[src/rtl/ufsi_pkg.sv]
// Purpose: Shared constants and carriers for the USB status/irq block.
// Assumes: Avalon-MM byte addresses, 8-bit registers in byte lane 0.
// Notes:   All numbers used by the logic except the NUM_EP and W parameter defaults are named here.
package ufsi_pkg;
    // ==========================================================
    // Bus geometry
    localparam int AW = 20;
    localparam int DW = 32;
    localparam int RW = 8;
    // ==========================================================
    // Register byte addresses
    localparam logic [AW-1:0] BUS_STATE_ADDR  = 20'hf0548;
    localparam logic [AW-1:0] HALT_STAT_ADDR  = 20'hf054c;
    localparam logic [AW-1:0] SRC_FIRST_ADDR  = 20'hf0550;
    localparam logic [AW-1:0] CLR_FIRST_ADDR  = 20'hf0554;
    localparam logic [AW-1:0] SET_TGT_ADDR    = 20'hf0558;
    localparam logic [AW-1:0] CLR_TGT_ADDR    = 20'hf055c;
    localparam logic [AW-1:0] STALL_FRC_ADDR  = 20'hf0560;
    // ==========================================================
    // Field positions and reset values
    localparam int SUSP_BIT     = 7;
    localparam int BUS_RST_BIT  = 7;
    localparam int RSUSP_BIT    = 6;
    localparam int SET_RQ_BIT   = 2;
    localparam int CLR_RQ_BIT   = 1;
    localparam int STALL_BIT    = 0;
    localparam int EP0_BIT      = 0;
    localparam logic [RW-1:0] REG_RST  = 8'h00;
    localparam logic [RW-1:0] SRC_MASK = 8'hc7;
    localparam logic [DW-1:0] RD_ZERO  = 32'h0000_0000;
    // ==========================================================
    // Event pulses from the serial interface engine, one cycle each
    typedef struct packed {
        logic          bus_reset;
        logic          suspend;
        logic          resume;
        logic          set_done;
        logic [RW-1:0] set_target;
        logic          set_feat_ep;
        logic          clr_done;
        logic [RW-1:0] clr_target;
        logic [RW-1:0] stall_vec;
        logic [RW-1:0] halt_clr_vec;
        logic          setup_token;
        logic          ep0_mask_req;
    } ufsi_evt_s;
    // Avalon-MM request from the master
    typedef struct packed {
        logic          read;
        logic          write;
        logic [AW-1:0] address;
        logic [DW-1:0] writedata;
        logic [3:0]    byteenable;
    } ufsi_avm_req_s;
endpackage

[src/rtl/ufsi_flag_bank.sv]
// Purpose: Bank of sticky flags, set by hardware, cleared by software.
// Assumes: set and clear vectors are one-cycle pulses on clk.
// Notes:   A set in the clearing cycle wins, so no event is lost.
`timescale 1ns/10ps
module ufsi_flag_bank #(
    parameter int W = 8
) (
    input  wire logic         clk,
    input  wire logic         rst_n,
    input  wire logic [W-1:0] set_vec,
    input  wire logic [W-1:0] clr_vec,
    output logic      [W-1:0] flags
);
    logic [W-1:0] flags_reg;
    logic [W-1:0] flags_next;

    always_comb begin
        flags_next = (flags_reg & ~clr_vec) | set_vec;
    end

    always_ff @(posedge clk or negedge rst_n) begin
        if (!rst_n) begin
            flags_reg <= '0;
        end else begin
            flags_reg <= flags_next;
        end
    end

    assign flags = flags_reg;
endmodule

[src/rtl/ufsi_status_irq.sv]
// Purpose: Bus state, first interrupt source and endpoint halt status.
// Assumes: Events arrive from logic on clk; Avalon-MM slave, one wait.
// Notes:   Read side effects happen at the edge where data is captured.
`timescale 1ns/10ps
module ufsi_status_irq #(
    parameter int NUM_EP = 8
) (
    input  wire logic                 clk,
    input  wire logic                 rst_n,
    input  wire ufsi_pkg::ufsi_avm_req_s avm,
    output logic [ufsi_pkg::DW-1:0]   avm_readdata,
    output logic                      avm_waitrequest,
    input  wire ufsi_pkg::ufsi_evt_s  evt,
    input  wire logic [NUM_EP-1:0]    endpoint_enable_setting,
    input  wire logic                 second_sources_any,
    output logic                      combined_usb_irq
);
    // ==========================================================
    // Elaboration check
    if (NUM_EP < 1 || NUM_EP > ufsi_pkg::RW) begin : g_bad_ep
        $error("NUM_EP must lie between 1 and 8");
    end

    // ==========================================================
    // Bus slave handshake
    logic                    wait_reg;
    logic [ufsi_pkg::DW-1:0] rdata_reg;
    logic                    req;
    logic                    cap;
    logic                    acc_wr;
    logic                    rd_bus_state;
    logic                    wr_clr;
    logic                    wr_force;
    logic [ufsi_pkg::RW-1:0] wbyte;

    function automatic logic hit(input logic [ufsi_pkg::AW-1:0] a,
                                 input logic [ufsi_pkg::AW-1:0] r);
        hit = (a == r);
    endfunction

    assign req          = avm.read | avm.write;
    assign cap          = req & wait_reg;
    assign acc_wr       = avm.write & ~wait_reg & avm.byteenable[0];
    assign wbyte        = avm.writedata[ufsi_pkg::RW-1:0];
    assign rd_bus_state = avm.read & wait_reg
                        & hit(avm.address, ufsi_pkg::BUS_STATE_ADDR);
    assign wr_clr       = acc_wr & hit(avm.address, ufsi_pkg::CLR_FIRST_ADDR);
    assign wr_force     = acc_wr & hit(avm.address, ufsi_pkg::STALL_FRC_ADDR);

    // Waitrequest drops for exactly one cycle per request.
    always_ff @(posedge clk or negedge rst_n) begin
        if (!rst_n) begin
            wait_reg <= 1'b1;
        end else begin
            wait_reg <= ~cap;
        end
    end

    // ==========================================================
    // Suspend state
    logic susp_reg;

    // A suspend event beats a resume or the read clear in the same cycle.
    always_ff @(posedge clk or negedge rst_n) begin
        if (!rst_n) begin
            susp_reg <= 1'b0;
        end else if (evt.suspend) begin
            susp_reg <= 1'b1;
        end else if (evt.resume || rd_bus_state) begin
            susp_reg <= 1'b0;
        end
    end

    // ==========================================================
    // First interrupt source flags
    logic [ufsi_pkg::RW-1:0] src_set;
    logic [ufsi_pkg::RW-1:0] src_clr;
    logic [ufsi_pkg::RW-1:0] src_flags;
    logic                    stall_any;
    logic                    force_any;

    assign force_any = wr_force & (|wbyte);
    assign stall_any = (|evt.stall_vec) | evt.set_feat_ep | force_any;

    always_comb begin
        src_set = ufsi_pkg::REG_RST;
        src_set[ufsi_pkg::BUS_RST_BIT] = evt.bus_reset;
        src_set[ufsi_pkg::RSUSP_BIT]   = evt.suspend | evt.resume;
        src_set[ufsi_pkg::SET_RQ_BIT]  = evt.set_done;
        src_set[ufsi_pkg::CLR_RQ_BIT]  = evt.clr_done;
        src_set[ufsi_pkg::STALL_BIT]   = stall_any;
    end

    // Only a written zero clears; reads and bus events never do.
    always_comb begin
        src_clr = ufsi_pkg::REG_RST;
        if (wr_clr) begin
            src_clr = ~wbyte & ufsi_pkg::SRC_MASK;
        end
    end

    ufsi_flag_bank #(
        .W (ufsi_pkg::RW)
    ) u_src (
        .clk     (clk),
        .rst_n   (rst_n),
        .set_vec (src_set),
        .clr_vec (src_clr),
        .flags   (src_flags)
    );

    // ==========================================================
    // Request targets, kept until the next request of the same kind
    logic [ufsi_pkg::RW-1:0] set_tgt_reg;
    logic [ufsi_pkg::RW-1:0] clr_tgt_reg;

    always_ff @(posedge clk or negedge rst_n) begin
        if (!rst_n) begin
            set_tgt_reg <= ufsi_pkg::REG_RST;
        end else if (evt.set_done) begin
            set_tgt_reg <= evt.set_target;
        end
    end

    always_ff @(posedge clk or negedge rst_n) begin
        if (!rst_n) begin
            clr_tgt_reg <= ufsi_pkg::REG_RST;
        end else if (evt.clr_done) begin
            clr_tgt_reg <= evt.clr_target;
        end
    end

    // ==========================================================
    // Endpoint halt state and endpoint 0 masking
    logic [NUM_EP-1:0] halt_reg;
    logic [NUM_EP-1:0] halt_set;
    logic [NUM_EP-1:0] halt_view;
    logic              ep0_mask_reg;

    always_comb begin
        halt_set = evt.stall_vec[NUM_EP-1:0];
        if (wr_force) begin
            halt_set = halt_set | wbyte[NUM_EP-1:0];
        end
    end

    always_ff @(posedge clk or negedge rst_n) begin
        if (!rst_n) begin
            halt_reg <= '0;
        end else begin
            halt_reg <= (halt_reg & ~evt.halt_clr_vec[NUM_EP-1:0])
                      | halt_set;
        end
    end

    // The mask opens on a special endpoint 0 request and closes on the
    // next setup token that is not one of them.
    always_ff @(posedge clk or negedge rst_n) begin
        if (!rst_n) begin
            ep0_mask_reg <= 1'b0;
        end else if (evt.ep0_mask_req) begin
            ep0_mask_reg <= 1'b1;
        end else if (evt.setup_token) begin
            ep0_mask_reg <= 1'b0;
        end
    end

    // Unsupported endpoints read zero rather than a stale halt.
    always_comb begin
        halt_view = halt_reg & endpoint_enable_setting;
        if (ep0_mask_reg) begin
            halt_view[ufsi_pkg::EP0_BIT] = 1'b0;
        end
    end

    // ==========================================================
    // Read data, captured at the edge that drops waitrequest
    logic [ufsi_pkg::DW-1:0] rd_mux;

    always_comb begin
        rd_mux = ufsi_pkg::RD_ZERO;
        case (avm.address)
            ufsi_pkg::BUS_STATE_ADDR: begin
                rd_mux[ufsi_pkg::SUSP_BIT] = susp_reg;
            end
            ufsi_pkg::SRC_FIRST_ADDR: begin
                rd_mux[ufsi_pkg::RW-1:0] =
                    src_flags & ufsi_pkg::SRC_MASK;
            end
            ufsi_pkg::HALT_STAT_ADDR: begin
                rd_mux[NUM_EP-1:0] = halt_view;
            end
            ufsi_pkg::SET_TGT_ADDR: begin
                rd_mux[ufsi_pkg::RW-1:0] = set_tgt_reg;
            end
            ufsi_pkg::CLR_TGT_ADDR: begin
                rd_mux[ufsi_pkg::RW-1:0] = clr_tgt_reg;
            end
            default: begin
                rd_mux = ufsi_pkg::RD_ZERO;
            end
        endcase
    end

    always_ff @(posedge clk or negedge rst_n) begin
        if (!rst_n) begin
            rdata_reg <= ufsi_pkg::RD_ZERO;
        end else if (cap && avm.read) begin
            rdata_reg <= rd_mux;
        end
    end

    // ==========================================================
    // Combined interrupt request
    logic irq_reg;

    // One wire for all sources: clearing one source cannot make a new
    // edge while another stays set, hence the re-read in service.
    always_ff @(posedge clk or negedge rst_n) begin
        if (!rst_n) begin
            irq_reg <= 1'b0;
        end else begin
            irq_reg <= (|src_flags) | second_sources_any;
        end
    end

    assign combined_usb_irq = irq_reg;
    assign avm_waitrequest  = wait_reg;
    assign avm_readdata     = rdata_reg;
endmodule

[config.mk]
export PLATFORM = sky130hd
export DESIGN_NAME = ufsi_status_irq
export DESIGN_NICKNAME = d
export VERILOG_FILES = /design/src/rtl/ufsi_pkg.sv /design/src/rtl/ufsi_flag_bank.sv /design/src/rtl/ufsi_status_irq.sv
export SDC_FILE = /design/constraint.sdc
export NUM_CORES = 1
export LEC_CHECK = 0
export ABC_AREA = 1
export ABC_CLOCK_PERIOD_IN_PS = 1680
export BUFFER_PORTS_ARGS = -buffer_cell sky130_fd_sc_hd__buf_4
export CAP_MARGIN = 10
export CORE_ASPECT_RATIO = 1.1
export CORE_UTILIZATION = 40
export CTS_CLUSTER_DIAMETER = 80
export DETAILED_ROUTE_END_ITERATION = 10
export GPL_TIMING_DRIVEN = 0
export HOLD_SLACK_MARGIN = 0.02
export PLACE_DENSITY_LB_ADDON = 0.25
export SETUP_SLACK_MARGIN = 0.3
export SLEW_MARGIN = 20
export SYNTH_ARGS = -nofsm -noshare
export SYNTH_HDL_FRONTEND = slang
export SYNTH_SLANG_ARGS = --single-unit
[constraint.sdc]
create_clock -name clk -period 1.68 [get_ports clk]
set_input_delay 0.42 -clock clk [delete_from_list [all_inputs] [get_ports clk]]
set_output_delay 0.42 -clock clk [all_outputs]
set_load 0.02 [all_outputs]
After elaboration in Yosys (flattened, before gate mapping)
Index checks and enable logic that the tools add are counted.
{"block": "word_totals", "output_inout_bits": 34, "word_cells": 56, "ff_bits": 44, "input_bits": 109}
{"block": "classes", "muxes": 9, "reduce_logical": 7, "eq_ne": 7, "bitwise": 24}
{"op": "$eq A20 B20 Y1 const B", "count": 7}
{"op": "$pmux W7 S4", "count": 1}
{"op": "$and A8 B8 Y8", "count": 3}
{"op": "$not A8 Y8", "count": 3}
{"op": "$or A8 B8 Y8", "count": 3}
{"op": "$reduce_or A8 Y1", "count": 3}
{"op": "$mux W8", "count": 2}
{"op": "$and A1 B1 Y1", "count": 8}
{"op": "$mux W1", "count": 5}
{"op": "$or A1 B1 Y1", "count": 5}
{"op": "$pmux W1 S5", "count": 1}
{"op": "$reduce_bool A2 Y1", "count": 2}
{"op": "$not A1 Y1", "count": 2}
{"op": "$logic_and A1 B1 Y1", "count": 1}
{"op": "$logic_or A1 B1 Y1", "count": 1}

Logic depth before layout (Yosys ltp)
Gate-level depths: netlist (run 1).
{"block": "logic_depth", "depth_word": 8, "ltp_mapped": 9, "mapped_depth_nobuf": 8}

Modules after synthesis
Synthesis (run 1) repeated with hierarchy kept, for this count alone.
{"block": "hier_totals", "cells_unflattened": 299, "area_unflattened_um2": 2489.9}
{"module": "ufsi_status_irq", "cells_each": 259, "n_inst": 1, "seq_area_each_um2": 902.1, "area_each_um2": 2169.6}
{"module": "ufsi_flag_bank", "cells_each": 40, "n_inst": 1, "seq_area_each_um2": 200.2, "area_each_um2": 320.3}

Worst setup path before layout (run 1)
OpenSTA, ideal clock, no wires.
{"block": "synth_path", "path_kind": "input port to flip-flop", "start": "input avm[48] in the netlist's numbering", "end": "register u_src.flags_reg[0], in the netlist u_src.flags[0]", "setup_time_ns": 0.119, "path_slack_ns": 0.395, "path_stages": 7, "path_buffers": 1, "required_time_ns": 1.561, "arrival_ns": 1.166, "path_cell_list": "nor2_1 nand2_1 nor2_8 buf_6 nand3b_4 o21ai_1 nand2_1"}
{"block": "synth_between", "elab_chain_len": 6, "elab_cells_between_ends": 10, "classes_between": "eq/ne: 2; mux: 1; bitwise: 7"}
{"item": "from (decl)", "line": "ufsi_status_irq.sv:10", "text": "input wire ufsi_pkg::ufsi_avm_req_s avm,"}
{"item": "$eq A20 B20 Y1", "line": "ufsi_status_irq.sv:38", "text": "hit = (a == r);"}
{"item": "$and A1 B1 Y1", "line": "ufsi_status_irq.sv:47", "text": "assign wr_clr = acc_wr & hit(avm.address, ufsi_pkg::CLR_FIRST_ADDR);"}
{"item": "$mux W8", "line": "ufsi_status_irq.sv:97", "text": "if (wr_clr) begin"}
{"item": "$not A8 Y8", "line": "ufsi_flag_bank.sv:18", "text": "flags_next = (flags_reg & ~clr_vec) | set_vec;"}
{"item": "$and A8 B8 Y8", "line": "ufsi_flag_bank.sv:18"}
{"item": "$or A8 B8 Y8 *", "line": "ufsi_flag_bank.sv:18"}
{"item": "net u_src.flags_next[0]", "line": "ufsi_flag_bank.sv:15", "text": "logic [W-1:0] flags_next;"}
{"item": "to (signal assigned)", "line": "ufsi_flag_bank.sv:25", "text": "flags_reg <= flags_next;"}
{"item": "to (decl)", "line": "ufsi_flag_bank.sv:14", "text": "logic [W-1:0] flags_reg;"}
Mark *: on every way through the listed nets, which the timed path passes. The rest lies on a longest branch.
A chain may end at the register's enable or synchronous reset.

Final worst setup path (run 1)
{"block": "layout_path", "start": "register wait_reg, in the netlist avm_waitrequest", "end": "output avm_waitrequest"}
{"item": "from (decl)", "line": "ufsi_status_irq.sv:26", "text": "logic wait_reg;"}
{"item": "from (signal assigned)", "line": "ufsi_status_irq.sv:55", "text": "wait_reg <= ~cap;"}
{"item": "to (decl)", "line": "ufsi_status_irq.sv:12", "text": "output logic avm_waitrequest,"}
No word-level cell between the ends.

==> tab_implementation.tex, run 1 <==
\begin{tabular}{lr}
\hline
Metric & Value \\
\hline
\multicolumn{2}{l}{\textbf{Outcome}} \\
Result of the run & finished clean \\
\multicolumn{2}{l}{\textbf{Synth}} \\
Share of synthesized cell area in full adder, half adder and majority cells & 0\% \\
Post-Synthesis Cell Area & 2420 µm² \\
Compound-cell area share of the yosys netlist & 5.18\% \\
Post-synthesis sequential area ratio & 42.5\% \\
Number of distinct library cells after synthesis & 30 \\
Number of cells produced by synthesis & 307 \\
Portion of netlist area occupied by mux cells & 0\% \\
Xor and xnor fraction of the mapped netlist area & 0\% \\
Seq cells post-synth & 41 \\
Simple logic cell fraction of the synthesized area & 38.3\% \\
YS warnings & 0 \\
Post-Synthesis Mean Instance Area & 7.87 µm² \\
Dominant combinational cell family by area after synthesis & simple AND/OR/NAND/NOR gates \\
\multicolumn{2}{l}{\textbf{Route}} \\
DR vias & 2373 \\
Average wire per standard cell & 11.7 µm \\
Number of routed nets with antenna violations & 0 \\
First-pass detailed-route iteration total & 4 \\
Iteration-0 DRC Markers & 94 \\
Detailed-route wire length & 5940 µm \\
DRC errors left & 0 \\
Detailed-route vias per instance & 4.68 \\
\multicolumn{2}{l}{\textbf{Place}} \\
Routability Congestion & 0.899 \\
Number of port buffers & 89 \\
Sum of net half-perimeters after detailed placement & 4790 µm \\
\multicolumn{2}{l}{\textbf{Worst setup path}} \\
Sort of element at the start of the critical path & flip-flop \\
Kind of critical path & flip-flop to primary output \\
Critical Path Sink Type & primary output \\
Cell type group with the largest total delay on the critical path & flip-flops \\
Crit Reg-Reg Endpoint & susp\_reg \\
Peak fanout along the critical path & 4 \\
Buffering stage count on the worst path with inverters included & 1 \\
Critical register-to-register path startpoint & avm\_waitrequest \\
Worst EP required & 1260 ps \\
Maximum single-stage delay on the critical path & 560 ps \\
Reg2Reg Depth & 4 \\
Crit path DAT & 960 ps \\
Cell with the biggest individual delay on the critical path & dfstp\_2 \\
Register-to-register path setup slack & 360 ps \\
Cell-by-cell listing of the critical path & buf\_6 \\
\multicolumn{2}{l}{\textbf{Clock network}} \\
H-tree depth & 2 \\
Root cell of the clock tree & clkbuf\_8 \\
Num CTS Buffers & 5 \\
Number of buffers on the longest clock path & 2 \\
Insertion delay to the later sink of the worst-skew pair & 280 ps \\
TritonCTS clock tree & yes \\
Clock Sink Count & 41 \\
Clk pin slew, worst setup/hold paths & 80 ps \\
\multicolumn{2}{l}{\textbf{STA}} \\
Worst slack on hold paths & 103 ps \\
Final Hold Violating Endpoints & 0 \\
RSZ-0062 raised after global routing & yes \\
Maximum clock skew at final layout & 5.71 ps \\
Final min period & 1380 ps \\
Final cycle utilization of the critical path & 82.0\% \\
Slew at the pin closest to its max-slew limit & 518 ps \\
Final number of max-transition violations & 0 \\
Setup total negative slack & 0 ps \\
Maximum achievable frequency & 726 MHz \\
Endpoints failing setup & 0 \\
Tightest slew margin relative to the limit & 65.5\% \\
\multicolumn{2}{l}{\textbf{Finish}} \\
Filler instances & 558 \\
Layout area overhead & 41.0\% \\
Final Core Density & 58.7\% \\
Share of layout cells above drive strength 1 & 35.8\% \\
Net count reported at finish & 538 \\
Diodes inserted & 0 \\
\multicolumn{2}{l}{\textbf{Floorplanning}} \\
Die outline width & 76.1 µm \\
Die outline area & 6360 µm² \\
Initial cell density of the core & 41.6\% \\
Number of cell rows & 29 \\
Count of pins on the block boundary & 143 \\
Die Height & 83.5 µm \\
Placeable core area & 5810 µm² \\
\multicolumn{2}{l}{\textbf{Global routing}} \\
Global routing usage summed across all routing layers & 19.6\% \\
Vias in the first global route & 2313 \\
Wire length of the first global-routing pass & 10000 µm \\
Antenna violations before repair & 0 \\
GR Overflow Total & 0 \\
Largest net degree at the start of global routing & 42 \\
\multicolumn{2}{l}{\textbf{Hold path}} \\
Tightest Hold Check Type & input pin to asynchronous set/reset pin \\
\multicolumn{2}{l}{\textbf{Power}} \\
Worst IR drop on VDD & 0.474 mV \\
Pleak & 0.00190 µW \\
Power per cell area & 650 nW/µm² \\
\multicolumn{2}{l}{\textbf{Flow run}} \\
Max-cap violations & 0 \\
\hline
\end{tabular}
-- kinds of logic (layout without fill, tap and decap cells) --
kind of cell / after synthesis / in the layout
simple gates: 185 / 185
buf+inv: 57 / 157
flops: 41 / 41
compound gates: 23 / 23
other cells: 1 / 24
-- repair_timing --
item | in CTS | in global routing
gates cloned | 0 | 0
hold buffers | 0 | 0
buffers inserted | 2 | 1
pin swaps | 1 | 1
gates resized for setup | 1 | 0
setup endpoints to repair | 3 | 12
-- per-layer routing --
metal / up-vias / share of wire (%) / track usage [%]
met5: - / 0 / 0
met4: 0 / 3.0 / 8.04
met3: 16 / 6.7 / 4.04
met2: 90 / 50 / 35.0
met1: 1075 / 40 / 22.7
li1: 1192 / - / -
-- through the flow --
stage	setup slack (ps)	power [µW]	std cells	cell area, µm²
3_5_place_dp	120	1530	496	3270
6_report	303	2220	507	3410
3_3_place_gp	141	1520	496	3270
4_1_cts	294	2230	506	3390
2_1_floorplan	395	1300	330	2500
5_1_grt	271	2340	507	3410
-- cells in the final DEF (no fill, tap or decap), types with 4 or more instances in the layout --
master,count
dfrtp_1,40
a21oi_1,7
buf_6,4
nor2_1,18
inv_2,4
nor2_4,5
nor4_1,4
conb_1,24
buf_4,116
nor2_2,4
nand4_1,30
inv_1,20
o21ai_1,12
nand2_1,110
clkbuf_8,7
-- synth_stat cells --
| cell | n | area (µm²) |
|---|---|---|
| a21oi_1 | 7 | 35.0 |
| a21oi_2 | 1 | 8.76 |
| a31o_1 | 1 | 8.76 |
| buf_4 | 26 | 195 |
| buf_6 | 3 | 33.8 |
| clkbuf_1 | 2 | 7.51 |
| clkinv_1 | 2 | 7.51 |
| conb_1 | 1 | 3.75 |
| dfrtp_1 | 40 | 1000 |
| dfstp_2 | 1 | 26.3 |
| inv_1 | 20 | 75.1 |
| inv_2 | 4 | 15.0 |
| nand2_1 | 110 | 413 |
| nand2_2 | 2 | 12.5 |
| nand2_4 | 1 | 11.3 |
| nand3_1 | 3 | 15.0 |
| nand3_2 | 3 | 30.0 |
| nand3b_4 | 1 | 20.0 |
| nand4_1 | 30 | 188 |
| nand4_4 | 1 | 21.3 |
| nor2_1 | 18 | 67.6 |
| nor2_2 | 4 | 25.0 |
| nor2_4 | 5 | 56.3 |
| nor2_8 | 1 | 20.0 |
| nor3_1 | 1 | 5.00 |
| nor3_4 | 1 | 16.3 |
| nor4_1 | 4 | 25.0 |
| o21ai_0 | 1 | 5.00 |
| o21ai_1 | 12 | 60.1 |
| o21bai_1 | 1 | 7.51 |
-- report_power, final --
group,switching [µW],leakage (µW),internal [µW],total [µW]
combinational,217,0.00137,218,436
sequential,36.9,0.000476,1050,1080
clock,326,0.0000542,371,697
total,580,0.00190,1640,2220
-- worst max-delay path by stage --
stage	from	endpoint	slack, ps	cells after the start
after floorplan	avm[48]	u_src.flags[0]	400	7
after global placement	avm[48]	halt_reg[2]	140	8
after detailed placement	avm[48]	halt_reg[2]	120	8
after CTS	avm_waitrequest	avm_waitrequest	290	1
after global routing	avm_waitrequest	avm_waitrequest	270	1
final	avm_waitrequest	avm_waitrequest	300	1
-- layout make-up --
type	instances	area (µm²)	area share, %
Multi-Input combinational cell	232	1140	33.5
Inverter	26	97.6	2.86
Buffer	31	236	6.94
Clock buffer	7	96.3	2.83
Clock inverter	1	5.00	0.147
Sequential cell	41	1030	30.2
Tap cell	77	96.3	2.83
Timing Repair Buffer	92	707	20.7
No activity file was read; power rests on OpenSTA's default activity.
==> run 2: changes to the inputs <==
Settings changed: ABC_CLOCK_PERIOD_IN_PS 1680 to 1350.
Clock period 1.68 ns to 1.35 ns, I/O delays scaled along.
==> tab_implementation.tex, run 2 (synthesis gave the netlist of run 1 again) <==
\begin{tabular}{lr}
\hline
Metric & Value \\
\hline
\multicolumn{2}{l}{\textbf{Global routing}} \\
Antenna violations before repair & 0 \\
Largest net degree at the start of global routing & 42 \\
Wire length of the first global-routing pass & 10100 µm \\
Global routing usage summed across all routing layers & 19.8\% \\
Vias in the first global route & 2202 \\
GR Overflow Total & 0 \\
\multicolumn{2}{l}{\textbf{Outcome}} \\
Result of the run & finished clean \\
\multicolumn{2}{l}{\textbf{Power}} \\
Internal power contribution & 1980 µW \\
Sw power & 788 µW \\
Sequential group share of total power & 48.7\% \\
Pleak & 0.00197 µW \\
Combinational fraction of design power & 21.9\% \\
Worst IR drop on VDD & 0.555 mV \\
Switching Share & 28.5\% \\
Fraction of power consumed by the clock network & 29.4\% \\
Power per cell area & 766 nW/µm² \\
\multicolumn{2}{l}{\textbf{Finish}} \\
Final non-filler cell total & 519 \\
Net count reported at finish & 550 \\
Most frequent standard cell in the layout excluding fill and tap cells & buf\_4 \\
Final Core Density & 62.2\% \\
Flip-flop and latch area & 1030 µm² \\
Commonest cells after routing, fill and taps aside & 115 x buf\_4, 107 x nand2\_1, 40 x dfrtp\_1 \\
Filler instances & 554 \\
Layout area overhead & 49.4\% \\
Share of layout cells above drive strength 1 & 41.0\% \\
Diodes inserted & 0 \\
Area used by multi-input combinational logic & 1210 µm² \\
\multicolumn{2}{l}{\textbf{STA}} \\
Final min period & 1300 ps \\
Final Hold Violating Endpoints & 0 \\
Maximum achievable frequency & 770 MHz \\
Final cycle utilization of the critical path & 96.2\% \\
Endpoints failing setup & 0 \\
Setup total negative slack & 0 ps \\
Tightest slew margin relative to the limit & 66.4\% \\
RSZ-0062 raised after global routing & yes \\
Worst slack on hold paths & 185 ps \\
Slew at the pin closest to its max-slew limit & 503 ps \\
Final number of max-transition violations & 0 \\
Maximum clock skew at final layout & 4.22 ps \\
\multicolumn{2}{l}{\textbf{Worst setup path}} \\
Buffering stage count on the worst path with inverters included & 1 \\
Kind of critical path & flip-flop to primary output \\
Critical Path Sink Type & primary output \\
Sort of element at the start of the critical path & flip-flop \\
Cell with the biggest individual delay on the critical path & dfstp\_2 \\
Cell-by-cell listing of the critical path & buf\_6 \\
Maximum single-stage delay on the critical path & 550 ps \\
Peak fanout along the critical path & 2 \\
Worst EP required & 1010 ps \\
Crit path DAT & 960 ps \\
Cell type group with the largest total delay on the critical path & flip-flops \\
\multicolumn{2}{l}{\textbf{Flow run}} \\
Max-cap violations & 0 \\
\multicolumn{2}{l}{\textbf{Place}} \\
Sum of net half-perimeters after detailed placement & 4790 µm \\
Routability Congestion & 0.894 \\
Number of cells after detailed placement & 496 \\
Number of port buffers & 89 \\
\multicolumn{2}{l}{\textbf{Floorplanning}} \\
Die outline area & 6360 µm² \\
Initial cell density of the core & 41.6\% \\
Die Height & 83.5 µm \\
Number of cell rows & 29 \\
Placeable core area & 5810 µm² \\
Die outline width & 76.1 µm \\
Count of pins on the block boundary & 143 \\
\multicolumn{2}{l}{\textbf{Hold path}} \\
Tightest Hold Check Type & input pin to flip-flop \\
\multicolumn{2}{l}{\textbf{Route}} \\
Detailed-route vias per instance & 4.61 \\
First-pass detailed-route iteration total & 4 \\
Average wire per standard cell & 11.6 µm \\
Iteration-0 DRC Markers & 55 \\
DR vias & 2391 \\
Number of routed nets with antenna violations & 0 \\
DRC errors left & 0 \\
Detailed-route wire length & 6020 µm \\
\multicolumn{2}{l}{\textbf{Clock network}} \\
Num CTS Buffers & 5 \\
Clock Sink Count & 41 \\
Clk pin slew, worst setup/hold paths & 80 ps \\
Insertion delay to the later sink of the worst-skew pair & 300 ps \\
Root cell of the clock tree & clkbuf\_8 \\
Number of buffers on the longest clock path & 2 \\
TritonCTS clock tree & yes \\
H-tree depth & 2 \\
\hline
\end{tabular}
run 2: cell types whose count changed in the layout (fill, tap and decap cells not counted), sizes merged:
cell,before,now
clkbuf,9,7
clkinvlp,0,3
clkinv,3,2
buf,121,132
dlygate4sd3,0,1
run 2: power by group through the flow:
stage,Clock [µW],Sequential (µW),Combinational (µW)
CTS,832,1340,587
global placement,0,1370,535
global route,889,1350,665
detailed placement,0,1370,544
floorplan,0,1370,264
finish,811,1350,606
run 2: path summary, 6_finish.rpt:
kind                                  from               to  slack (ps)  cells after the start
min reg2reg                 set_tgt_reg[6]   set_tgt_reg[6]         470                      2
max in group asynchronous            rst_n  avm_waitrequest         450                      2
min in group asynchronous            rst_n      halt_reg[3]         540                      2
max                        avm_waitrequest  avm_waitrequest          50                      1
min                                avm[56]  avm_waitrequest         180                      2
max reg2reg                avm_waitrequest         susp_reg          70                      6
run 2: cell type report:
class	count	share of cell area (%)
Buffer	31	6.55
Clock buffer	5	1.91
Clock inverter	3	0.624
Inverter	26	2.91
Multi-Input combinational cell	232	33.5
Sequential cell	41	28.5
Tap cell	77	2.67
Timing Repair Buffer	104	23.4
run 2: timing repair:
item,4_1_cts,5_1_grt
setup buffers,9,5
endpoints found under the setup margin,30,32
hold buffers,1,0
gates resized for setup,15,9
endpoints found under the hold margin,9,0
pin swaps,3,9
run 2: routing by layer:
layer	track usage, %	wire length (µm)	up-vias
met1	25.4	2410	1081
met5	0	0	-
met4	7.87	111	0
li1	-	-	1222
met2	32.7	3120	80
met3	4.37	384	8
run 2: through the flow:
stage          power, µW  setup WS (ps)  instance area, µm²
3_3_place_gp        1900           -103                3290
5_1_grt             2910           15.5                3610
2_1_floorplan       1630            172                2530
6_report            2760           50.9                3610
4_1_cts             2760           57.0                3540
3_5_place_dp        1920           -161                3290
==> run 3: changes to the inputs <==
Settings changed: CORE_ASPECT_RATIO 1.1 to 0.6.
==> tab_implementation.tex, run 3 (synthesis gave the netlist of run 1 again) <==
\begin{tabular}{lr}
\hline
Metric & Value \\
\hline
\multicolumn{2}{l}{\textbf{Route}} \\
Detailed-route wire length & 6500 µm \\
DRC errors left & 0 \\
Average wire per standard cell & 12.5 µm \\
Iteration-0 DRC Markers & 98 \\
First-pass detailed-route iteration total & 4 \\
Number of routed nets with antenna violations & 0 \\
Detailed-route vias per instance & 4.55 \\
DR vias & 2367 \\
\multicolumn{2}{l}{\textbf{Floorplanning}} \\
Die Height & 62.2 µm \\
Placeable core area & 5700 µm² \\
Number of cell rows & 21 \\
Count of pins on the block boundary & 143 \\
Initial cell density of the core & 42.4\% \\
Die outline width & 102 µm \\
Die outline area & 6370 µm² \\
\multicolumn{2}{l}{\textbf{Worst setup path}} \\
Cell with the biggest individual delay on the critical path & dfstp\_2 \\
Worst EP required & 1010 ps \\
Cell type group with the largest total delay on the critical path & flip-flops \\
Crit path DAT & 970 ps \\
Buffering stage count on the worst path with inverters included & 1 \\
Sort of element at the start of the critical path & flip-flop \\
Peak fanout along the critical path & 4 \\
Reg2Reg Depth & 7 \\
Crit Reg-Reg Endpoint & u\_src.flags[0] \\
Cell-by-cell listing of the critical path & buf\_6 \\
Critical Path Sink Type & primary output \\
Register-to-register path setup slack & 60 ps \\
Maximum single-stage delay on the critical path & 560 ps \\
Critical register-to-register path startpoint & avm\_waitrequest \\
Kind of critical path & flip-flop to primary output \\
\multicolumn{2}{l}{\textbf{Clock network}} \\
Clock Sink Count & 41 \\
H-tree depth & 2 \\
TritonCTS clock tree & yes \\
Clk pin slew, worst setup/hold paths & 80 ps \\
Number of buffers on the longest clock path & 2 \\
Root cell of the clock tree & clkbuf\_8 \\
Insertion delay to the later sink of the worst-skew pair & 290 ps \\
Hold-fix buffers at CTS & 0 \\
Num CTS Buffers & 5 \\
\multicolumn{2}{l}{\textbf{Place}} \\
Routability Congestion & 0.829 \\
Post-detailed-placement cell area & 3300 µm² \\
Number of port buffers & 89 \\
Sum of net half-perimeters after detailed placement & 5160 µm \\
Setup Slack @ Placement & -151 ps \\
\multicolumn{2}{l}{\textbf{Finish}} \\
Share of layout cells above drive strength 1 & 40.5\% \\
Layout area overhead & 48.0\% \\
Most frequent standard cell in the layout excluding fill and tap cells & buf\_4 \\
Commonest cells after routing, fill and taps aside & 117 x buf\_4, 106 x nand2\_1, 40 x dfrtp\_1 \\
Net count reported at finish & 548 \\
Diodes inserted & 0 \\
Cell area after layout & 3570 µm² \\
\multicolumn{2}{l}{\textbf{Global routing}} \\
Wire length of the first global-routing pass & 10500 µm \\
Vias in the first global route & 2219 \\
Largest net degree at the start of global routing & 42 \\
Antenna violations before repair & 0 \\
GR Overflow Total & 0 \\
Global routing usage summed across all routing layers & 21.7\% \\
\multicolumn{2}{l}{\textbf{STA}} \\
Setup total negative slack & 0 ps \\
RSZ-0062 raised after global routing & yes \\
Final setup margin & 42.3 ps \\
Final number of max-transition violations & 0 \\
Slew at the pin closest to its max-slew limit & 514 ps \\
Tightest slew margin relative to the limit & 65.7\% \\
Final min period & 1310 ps \\
Final cycle utilization of the critical path & 96.9\% \\
Maximum achievable frequency & 765 MHz \\
Final Hold Violating Endpoints & 0 \\
Endpoints failing setup & 0 \\
Maximum clock skew at final layout & 6.32 ps \\
\multicolumn{2}{l}{\textbf{Power}} \\
Internal power contribution & 1960 µW \\
Switching Share & 28.2\% \\
Combinational fraction of design power & 21.6\% \\
Sequential group share of total power & 49.5\% \\
Final Power & 2730 µW \\
Worst IR drop on VDD & 0.402 mV \\
Pleak & 0.00197 µW \\
Fraction of power consumed by the clock network & 28.9\% \\
Power per cell area & 762 nW/µm² \\
Sw power & 770 µW \\
\multicolumn{2}{l}{\textbf{Flow run}} \\
Max-cap violations & 0 \\
\multicolumn{2}{l}{\textbf{Outcome}} \\
Result of the run & finished clean \\
\multicolumn{2}{l}{\textbf{Hold path}} \\
Tightest Hold Check Type & input pin to asynchronous set/reset pin \\
\hline
\end{tabular}
## run 3: cell types whose count changed in the layout (fill, tap and decap cells not counted), moves of 2 or more
cell / before / now
clkinv_2: 2 / 4
o21ai_1: 4 / 7
buf_6: 16 / 13
o21ai_2: 8 / 5
buf_4: 115 / 117
clkinvlp_4: 3 / 1
## run 3: layout make-up
| cell class | count | area, µm² |
|---|---|---|
| inverters | 26 | 105 |
| repair buffers | 102 | 816 |
| fillers | 530 | 2130 |
| flip-flops and latches | 41 | 1030 |
| clock buffers | 5 | 68.8 |
| well taps | 80 | 100 |
| plain buffers | 31 | 236 |
| multi-input cells | 232 | 1200 |
| clock inverters | 3 | 17.5 |
## run 3: worst max path at each step
stage | start | to | slack (ps) | cells past startpoint
finish | avm_waitrequest | avm_waitrequest | 40 | 1
global route | avm_waitrequest | avm_waitrequest | 5 | 1
CTS | avm_waitrequest | avm_waitrequest | 30 | 1
detailed placement | avm[56] | halt_reg[0] | -150 | 7
global placement | avm[56] | halt_reg[7] | -110 | 7
floorplan | avm[48] | u_src.flags[0] | 170 | 7
## run 3: power groups by stage
| stage | Sequential [µW] | Combinational, µW | Clock, µW |
|---|---|---|---|
| 2_1_floorplan | 1370 | 264 | 0 |
| 3_3_place_gp | 1370 | 535 | 0 |
| 3_5_place_dp | 1380 | 544 | 0 |
| 4_1_cts | 1350 | 581 | 806 |
| 5_1_grt | 1360 | 651 | 884 |
| 6_report | 1350 | 588 | 788 |
## run 3: timing repair
action                     CTS  global route
buffers inserted             9             4
gates resized for setup     16             4
pin swaps                    6             1
setup endpoints to repair   32            32
## run 3: per-layer routing
metal / part of all wire, % / GRT usage, %
met4: 0.23 / 2.68
met2: 45 / 31.9
met3: 7.2 / 4.73
met1: 48 / 33.2
met5: 0 / 0
## run 3: worst reg2reg max path: cells and delay by family, from the launching register on
family / cells / cell delay [ps]
DFF: 1 / 560
buffers and inverters: 2 / 260
AOI/OAI and AO/OA: 1 / 110
and+or+nand+nor: 4 / 260
## run 3: through the flow
step	std cells	hold WS [ps]	util (%)
floorplan	330	41.9	-
global placement	499	347	57.8
detailed placement	499	350	57.8
CTS	516	34.9	61.9
global route	520	53.2	62.7
finish	520	13.7	62.7
